<file path="src/hdl/gate_scan_pkg.sv">
// Shared constants for the gate scan shift register
package gate_scan_pkg;
	localparam int   STAGE_COUNT = 120;
	localparam logic STAGE_RST   = 1'b0;
	localparam logic SERIAL_RST  = 1'b0;
	localparam logic GATE_OFF    = 1'b0;
	localparam logic PIN_DRIVE   = 1'b0;
	localparam logic PIN_FLOAT   = 1'b1;
	localparam logic DIR_UP      = 1'b1;
endpackage

</file>
<file path="src/hdl/shift_clock_edge.sv">
// Rising and falling edge pulses of the sampled shift clock
`timescale 1ns/1ps
module shift_clock_edge (
	input  wire logic clk_i,
	input  wire logic rst_b_i,
	input  wire logic level_i,
	output logic      rise_o,
	output logic      fall_o
);
	import gate_scan_pkg::*;

	logic level_q;

	always_ff @(posedge clk_i or negedge rst_b_i) begin
		if (!rst_b_i) begin
			level_q <= STAGE_RST;
		end else begin
			level_q <= level_i;
		end
	end

	// The level after reset counts as low, so a high clock at release
	// yields one rising pulse; the controller starts frames with it low
	assign rise_o = level_i & ~level_q;
	assign fall_o = ~level_i & level_q;
endmodule // shift_clock_edge

</file>
<file path="src/hdl/gate_scan_shift_register.sv">
// 120-stage bidirectional gate scan shift register
// Contract
// - Sample entry pin into first stage on rise
// - Each stage takes predecessor on every rise
// - Serial output changes only on falling edge
// - Entered bit leaves after 120 shifts
// - Each gate output mirrors one stage, parallel
// - Select high: pin a in, b out, upward
// - Select low: pin b in, a out, downward
// - Clear high forces all gate outputs low
// - Clear low: gate outputs follow stages
`timescale 1ns/1ps
module gate_scan_shift_register #(
	parameter int STAGES = gate_scan_pkg::STAGE_COUNT
) (
	input  wire logic              clk_i,
	input  wire logic              rst_b_i,
	input  wire logic              shift_clock_i,
	input  wire logic              direction_select_i,
	input  wire logic              output_clear_i,
	input  wire logic              serial_pin_a_i,
	output logic                   serial_pin_a_o,
	output logic                   serial_pin_a_oe_b_o,
	input  wire logic              serial_pin_b_i,
	output logic                   serial_pin_b_o,
	output logic                   serial_pin_b_oe_b_o,
	output logic [STAGES-1:0]      gate_outputs_o
);
	import gate_scan_pkg::*;

	// Both end stages need a distinct neighbour to shift from
	if (STAGES < 2) begin : g_bad_stages
		$error("STAGES must be at least 2");
	end

	logic              rise;
	logic              fall;
	logic              dir_up;
	logic [STAGES-1:0] stage_q;
	logic [STAGES-1:0] stage_d;
	logic              serial_out_q;
	logic [STAGES-1:0] gate_q;

	assign dir_up = (direction_select_i == DIR_UP);

	shift_clock_edge u_edge (
		.clk_i   (clk_i),
		.rst_b_i (rst_b_i),
		.level_i (shift_clock_i),
		.rise_o  (rise),
		.fall_o  (fall)
	);

	// Next value of every stage; end stages load the entry pin
	generate
		for (genvar i = 0; i < STAGES; i++) begin : g_stage
			logic from_low;
			logic from_high;
			if (i == 0) begin : g_first
				assign from_low = serial_pin_a_i;
			end else begin : g_mid_lo
				assign from_low = stage_q[i-1];
			end
			if (i == STAGES - 1) begin : g_last
				assign from_high = serial_pin_b_i;
			end else begin : g_mid_hi
				assign from_high = stage_q[i+1];
			end
			assign stage_d[i] = dir_up ? from_low : from_high;
		end
	endgenerate

	// Shifting ignores the clear input so the scan keeps its place
	always_ff @(posedge clk_i or negedge rst_b_i) begin
		if (!rst_b_i) begin
			stage_q <= {STAGES{STAGE_RST}};
		end else if (rise) begin
			stage_q <= stage_d;
		end
	end

	// Far-end pin is refreshed on the falling edge so a cascaded part
	// sampling on the next rise sees settled data
	always_ff @(posedge clk_i or negedge rst_b_i) begin
		if (!rst_b_i) begin
			serial_out_q <= SERIAL_RST;
		end else if (fall) begin
			serial_out_q <= dir_up ? stage_q[STAGES-1] : stage_q[0];
		end
	end

	// Clear is registered with the stages so all outputs drop together
	always_ff @(posedge clk_i or negedge rst_b_i) begin
		if (!rst_b_i) begin
			gate_q <= {STAGES{GATE_OFF}};
		end else if (output_clear_i) begin
			gate_q <= {STAGES{GATE_OFF}};
		end else begin
			gate_q <= stage_q;
		end
	end

	assign gate_outputs_o      = gate_q;
	assign serial_pin_a_o      = serial_out_q;
	assign serial_pin_b_o      = serial_out_q;
	assign serial_pin_a_oe_b_o = dir_up ? PIN_FLOAT : PIN_DRIVE;
	assign serial_pin_b_oe_b_o = dir_up ? PIN_DRIVE : PIN_FLOAT;

	property p_entry_up;
		@(posedge clk_i) disable iff (!rst_b_i)
		rise && dir_up |=> stage_q[0] == $past(serial_pin_a_i);
	endproperty
	a_entry_up: assert property (p_entry_up)
		else $error("pin a not captured into first stage");

	property p_shift_up;
		@(posedge clk_i) disable iff (!rst_b_i)
		rise && dir_up |=>
			stage_q[STAGES-1:1] == $past(stage_q[STAGES-2:0]);
	endproperty
	a_shift_up: assert property (p_shift_up)
		else $error("upward shift wrong");

	property p_shift_down;
		@(posedge clk_i) disable iff (!rst_b_i)
		rise && !dir_up |=>
			stage_q[STAGES-2:0] == $past(stage_q[STAGES-1:1]) &&
			stage_q[STAGES-1] == $past(serial_pin_b_i);
	endproperty
	a_shift_down: assert property (p_shift_down)
		else $error("downward shift wrong");

	property p_out_hold;
		@(posedge clk_i) disable iff (!rst_b_i)
		!fall |=> $stable(serial_out_q);
	endproperty
	a_out_hold: assert property (p_out_hold)
		else $error("serial output moved off a falling edge");

	property p_out_value;
		@(posedge clk_i) disable iff (!rst_b_i)
		fall |=> serial_out_q ==
			($past(dir_up) ? $past(stage_q[STAGES-1]) : $past(stage_q[0]));
	endproperty
	a_out_value: assert property (p_out_value)
		else $error("serial output not taken from last stage");

	property p_pin_roles;
		@(posedge clk_i) disable iff (!rst_b_i)
		dir_up |-> serial_pin_a_oe_b_o && !serial_pin_b_oe_b_o;
	endproperty
	a_pin_roles: assert property (p_pin_roles)
		else $error("pin roles wrong for upward scan");

	property p_clear_low;
		@(posedge clk_i) disable iff (!rst_b_i)
		output_clear_i |=> gate_outputs_o == '0;
	endproperty
	a_clear_low: assert property (p_clear_low)
		else $error("gate outputs not cleared");

	property p_follow;
		@(posedge clk_i) disable iff (!rst_b_i)
		!output_clear_i |=> gate_outputs_o == $past(stage_q);
	endproperty
	a_follow: assert property (p_follow)
		else $error("gate outputs do not follow stages");

	property p_clear_shifts;
		@(posedge clk_i) disable iff (!rst_b_i)
		output_clear_i && rise && dir_up |=>
			stage_q[STAGES-1:1] == $past(stage_q[STAGES-2:0]);
	endproperty
	a_clear_shifts: assert property (p_clear_shifts)
		else $error("shift stalled while cleared");

	// Port-level pin checks, so a miswired pin cannot hide; the stage hold and downward clear-shift checks look at the register
	property p_pin_roles_down;
		@(posedge clk_i) disable iff (!rst_b_i)
		!dir_up |-> !serial_pin_a_oe_b_o && serial_pin_b_oe_b_o;
	endproperty
	a_pin_roles_down: assert property (p_pin_roles_down)
		else $error("pin roles wrong for downward scan");

	property p_shift_hold;
		@(posedge clk_i) disable iff (!rst_b_i)
		!rise |=> stage_q == $past(stage_q);
	endproperty
	a_shift_hold: assert property (p_shift_hold)
		else $error("stages moved without a shift clock rise");

	property p_clear_shifts_down;
		@(posedge clk_i) disable iff (!rst_b_i)
		output_clear_i && rise && !dir_up |=>
			stage_q[STAGES-2:0] == $past(stage_q[STAGES-1:1]);
	endproperty
	a_clear_shifts_down: assert property (p_clear_shifts_down)
		else $error("downward shift stalled while cleared");

	property p_pin_b_out;
		@(posedge clk_i) disable iff (!rst_b_i)
		fall && dir_up |=> serial_pin_b_o == $past(stage_q[STAGES-1]);
	endproperty
	a_pin_b_out: assert property (p_pin_b_out)
		else $error("pin b did not carry the top stage");

	property p_pin_a_out;
		@(posedge clk_i) disable iff (!rst_b_i)
		fall && !dir_up |=> serial_pin_a_o == $past(stage_q[0]);
	endproperty
	a_pin_a_out: assert property (p_pin_a_out)
		else $error("pin a did not carry the bottom stage");

	property p_pins_hold;
		@(posedge clk_i) disable iff (!rst_b_i)
		!fall |=> $stable(serial_pin_a_o) && $stable(serial_pin_b_o);
	endproperty
	a_pins_hold: assert property (p_pins_hold)
		else $error("serial pin moved off a falling edge");
endmodule // gate_scan_shift_register

</file>
<file path="config.mk">
export PLATFORM = sky130hd
export DESIGN_NAME = gate_scan_shift_register
export DESIGN_NICKNAME = d
export VERILOG_FILES = /design/src/hdl/gate_scan_pkg.sv /design/src/hdl/shift_clock_edge.sv /design/src/hdl/gate_scan_shift_register.sv
export SDC_FILE = /design/constraint.sdc
export NUM_CORES = 1
export LEC_CHECK = 0
export ABC_AREA = 1
export BUFFER_PORTS_ARGS = -buffer_cell sky130_fd_sc_hd__buf_4
export CAP_MARGIN = 10
export CELL_PAD_IN_SITES_DETAIL_PLACEMENT = 1
export CELL_PAD_IN_SITES_GLOBAL_PLACEMENT = 2
export CORE_MARGIN = 4
export CORE_UTILIZATION = 32
export CTS_BUF_LIST = sky130_fd_sc_hd__clkbuf_2
export DETAILED_ROUTE_END_ITERATION = 6
export PLACE_DENSITY_LB_ADDON = 0.3
export SLEW_MARGIN = 30
export SYNTH_ARGS = -nofsm -noshare
export SYNTH_HDL_FRONTEND = slang
export SYNTH_SLANG_ARGS = --single-unit
</file>
<file path="constraint.sdc">
create_clock -name clk_i -period 1 [get_ports clk_i]
set_clock_uncertainty 0.1 [all_clocks]
set_input_delay 0.2 -clock clk_i [delete_from_list [all_inputs] [get_ports clk_i]]
set_output_delay 0.2 -clock clk_i [all_outputs]
set_load 0.01 [all_outputs]
</file>
Yosys cells after proc, flatten, opt, wreduce, memory -nomap -nowiden:

Cells that the tools add are included.

* muxes and demuxes: 124
* bitwise gates (word level): 4

Operators with widths (count)
* 2-to-1 mux 1 bit: 123
* 2-to-1 mux 120 bit: 1
* bitwise AND 1 bit: 2
* NOT 1 bit: 2

* flip-flop bits (word level): 242
* logic and storage cells: 132
* output and inout bits: 124
* bits of input ports: 7

Logic depth before layout (Yosys ltp):

* depth in word-level cells: 2
* mapped depth: 8
* depth with buffers taken out: 5

By module:

Synthesis repeated with hierarchy kept, for this count alone.

* cell total of the unflattened synthesis: 1164
* area total of the unflattened synthesis: 9826.9 um2

Modules (own cells, without submodules)
* gate_scan_shift_register: cells each 1159, instances 1, seq. area each 6030.8 um2, area an instance 9786.9 um2
* shift_clock_edge: cells each 5, instances 1, seq. area each 25.0 um2, area an instance 40.0 um2

Worst setup path after synthesis:

No wires, ideal clock.

* path kind: flip-flop to flip-flop
* start point: reg u_edge.level_q
* end point: reg stage_q[100]
* path slack: -0.096 ns
* period minus slack after synthesis: 1.096 ns
* buffers on the path: 2
* data arrival time: 0.880 ns
* data required time: 0.783 ns
* cell stages (with the launch flop): 7
* cell sequence: dfrtp_1 inv_2 nand2_2 buf_2 buf_2 nand2_1 nand2_1

* cells in the longest elaborated chain, start to end: 2

Ends and longest elaborated chain
* from (decl): line shift_clock_edge.sv:12 `logic level_q;`
* from (signal assigned): line shift_clock_edge.sv:18 `level_q <= level_i;`
* NOT 1 bit: line shift_clock_edge.sv:24 `assign rise_o = level_i & ~level_q;`
* bitwise AND 1 bit: line shift_clock_edge.sv:24
* to (signal assigned): line gate_scan_shift_register.sv:76 `stage_q <= {STAGES{STAGE_RST}};`
* to (signal assigned): line gate_scan_shift_register.sv:78 `stage_q <= stage_d;`
* to (decl): line gate_scan_shift_register.sv:39 `logic [STAGES-1:0] stage_q;`

No other way between the ends.
A chain may end at the register's enable or synchronous reset.

Worst setup path after layout:

* start point: reg serial_out_q, in the netlist serial_pin_a_o
* end point: out serial_pin_a_o

RTL lines
* from (decl): line gate_scan_shift_register.sv:41 `logic serial_out_q;`
* from (signal assigned): line gate_scan_shift_register.sv:88 `serial_out_q <= dir_up ? stage_q[STAGES-1] : stage_q[0];`
* to (decl): line gate_scan_shift_register.sv:22 `output logic serial_pin_a_o,`

No word-level cell between the ends.

==> results.tsv <==
metric	value	unit
TritonCTS Buffers	70	
slew of the pin with the lowest slew margin	0.460	ns
clk slew on worst S/H paths	0.10	ns
average cell area after synthesis	7.90	µm²
via count	8825	
RSZ-0062 raised after global routing	true	
peak per-stage delay on the critical path	0.43	ns
CP Max Fanout	3	
multiplexer area fraction after synthesis	0	
CP required	0.70	ns
worst rel slew slack	0.692	
H-tree levels	3	
reg-to-reg startpoint	u_edge.level_q	
max-cap violations	0	
most frequent cell after synthesis	nand2_1	
initial antenna violation count	1	
Die Area	34500	µm²
Avg Vias per Cell	4.51	
adder-cell area share of the yosys netlist	0	
CTS tree	built	
Synth cell types	13	
Power Density	1260	nW/µm²
simple-gate portion of the synthesized area	0.314	
net count after synthesis	1288	
synthesis-to-layout area growth	48.9	%
largest net degree at the start of global routing	77	
CP top delay family	flip-flops	
GRT overflow	0	
layout cells sized above 1	0.381	
vias in the first global route	9760	
met1 Use GR	0.236	
pins over their slew limit	0	
final estimated routing congestion in global placement	0.720	
GR Util met2	0.308	
VDD IR-drop max	558	µV
crit-path cells	buf_4	
violated checks	negative hold slack, negative setup slack	
Die Span Y	186	µm
Placement Cell Area	11800	µm²
drt drc	0	
design area	15100	µm²
Peak Freq	601	MHz
Starting Density	0.327	
largest area contributor in the netlist	dfrtp_1	
port buffer count	130	
worst hold path cell count	6	
top post-synthesis cells by area	dfrtp_1 (60%), nand2_1 (27%), nor2_1 (4.5%)	
post-synthesis sequential area ratio	0.598	
initial DRC count	376	
Final Util	0.488	
register area	6060	µm²
fillers	3626	
Gate Count Post-Synth	1281	
top post-synthesis cells by count	nand2_1 (725), dfrtp_1 (242), nor2_1 (121)	
DRT Wirelength	30800	µm
endpoint type of the worst setup path	primary output	
Pleak	8.72	nW
Tot GR Track Use	0.182	
main flop type after synthesis	dfrtp_1	
met3 Usage GRT	0.0363	
Final Hold Fails	57	
Mapped Area	10100	µm²
drt wl/cell	15.7	µm
CTS sink cnt	242	
Layout Cells excl Fill	1958	
post-layout min period	1.67	ns
ys async rst share	1.00	
Final Worst Setup Slack	-0.665	ns
area share of the largest cell type after synthesis	0.598	
clk_lat worst skew	0.80	ns
Final period util	1.67	
Std-Cell Rows	64	
Hold WC Path Type	in2reg	
HP Start	direction_select_i	
DP HPWL	17000	µm
cell at the slowest stage of the critical path	dfrtp_1	
area of the multi-input gates	4240	µm²
Critical path origin	serial_pin_a_o	
Yosys warnings	0	
Final setup viols	448	
Post-synth EDFFs	0	
DP Cell Count	1783	
Setup crit start kind	flop	
Synth Area in XOR/XNOR	0	
Place WS	-0.214	ns
Core Area	30900	µm²
largest family of logic cells by synthesized area	simple AND/OR/NAND/NOR gates	
critical path arrival	1.37	ns
worst path bufs/invs	1	
worst hold slack	-0.0577	ns
first-pass GRT wire length	50500	µm
busiest grt layer	met2	
post-route ant nets	0	
TritonRoute pass-1 iters	4	
I/O pin cnt	131	
Setup Crit Path Kind	reg2out	
Nets	1530	
r2r worst-path depth	8	
Synth Area in Compound Gates	0.000494	
status	finished, violations left	
Die Wd	186	µm
Crit. path cell count	1	
clk buf depth	3	
Root Buffer	clkbuf_2	
Yosys reg bits	242	
cells by family (layout without fill, tap and decap cells):
kind of cell | Yosys count | in the layout
and+or+nand+nor | 847 | 847
other | 0 | 1
DFF | 242 | 242
AOI/OAI and AO/OA | 1 | 1
buffers and inverters | 191 | 471
where the power goes:
part / internal, mW / leakage [nW] / switching (mW)
Clock: 2.61 / 0.434 / 4.16
Sequential: 9.90 / 3.37 / 0.135
Combinational: 0.951 / 4.92 / 1.17
Total: 13.5 / 8.72 / 5.46
metrics by stage:
| step | setup TNS, ns | power [mW] |
|---|---|---|
| after CTS | -120.95 | 19.2 |
| after floorplan | -7.08 | 10.8 |
| final | -119.36 | 18.9 |
| after detailed placement | -20.49 | 11.5 |
| after global routing | -134.24 | 20.1 |
| after global placement | -18.74 | 11.5 |
state kept, by name, summed over array words and instances (netlist names):
| register | count |
|---|---|
| u_edge.level_q | 1 |
| stage_q | 120 |
| serial_pin_a_o | 1 |
| gate_outputs_o | 120 |
cell type report:
class	instances	area share
diodes	1	0.000166
multi-input cells	848	0.281
clock buffers	100	0.0332
inverters	123	0.0320
flip-flops and latches	242	0.402
well taps	396	0.0329
repair buffers	238	0.216
clock inverters	10	0.00249
cell usage in the layout, fill, tap and decap left out:
master,count
bufbuf_16,1
inv_1,120
nand2_4,76
nand2_8,1
diode_2,1
clkbuf_2,100
nand2_2,187
buf_8,11
nor2_1,121
nand2_1,462
o21ai_0,1
buf_6,123
clkbuf_16,2
inv_2,2
clkinv_1,9
inv_12,1
inv_8,1
buf_12,32
dlygate4sd3_1,11
buf_4,36
dfrtp_1,242
buf_16,22
what timing repair did:
action / CTS / global route
setup buffers: 17 / 15
cloned: 27 / 2
endpoints found under the setup margin: 243 / 326
gates resized for setup: 327 / 206
pin swaps: 88 / 100
hold buffers: 9 / 4
endpoints found under the hold margin: 484 / 138
metal layers:
metal  share of wire  wire [µm]
met5               0          0
met4           0.021        658
met3           0.042       1280
met2            0.50      15400
met1            0.44      13500
worst paths after layout:
path / end / slack (ns)
setup / recovery: serial_pin_a_o / -0.67
hold / removal: stage_q[24] / -0.06
setup reg to reg: stage_q[60] / -0.36
hold reg to reg: gate_outputs_o[69] / 0.41
max in group asynchronous: gate_outputs_o[33] / -0.16
min in group asynchronous: stage_q[1] / 0.45
(Power assumes the default switching activity.)
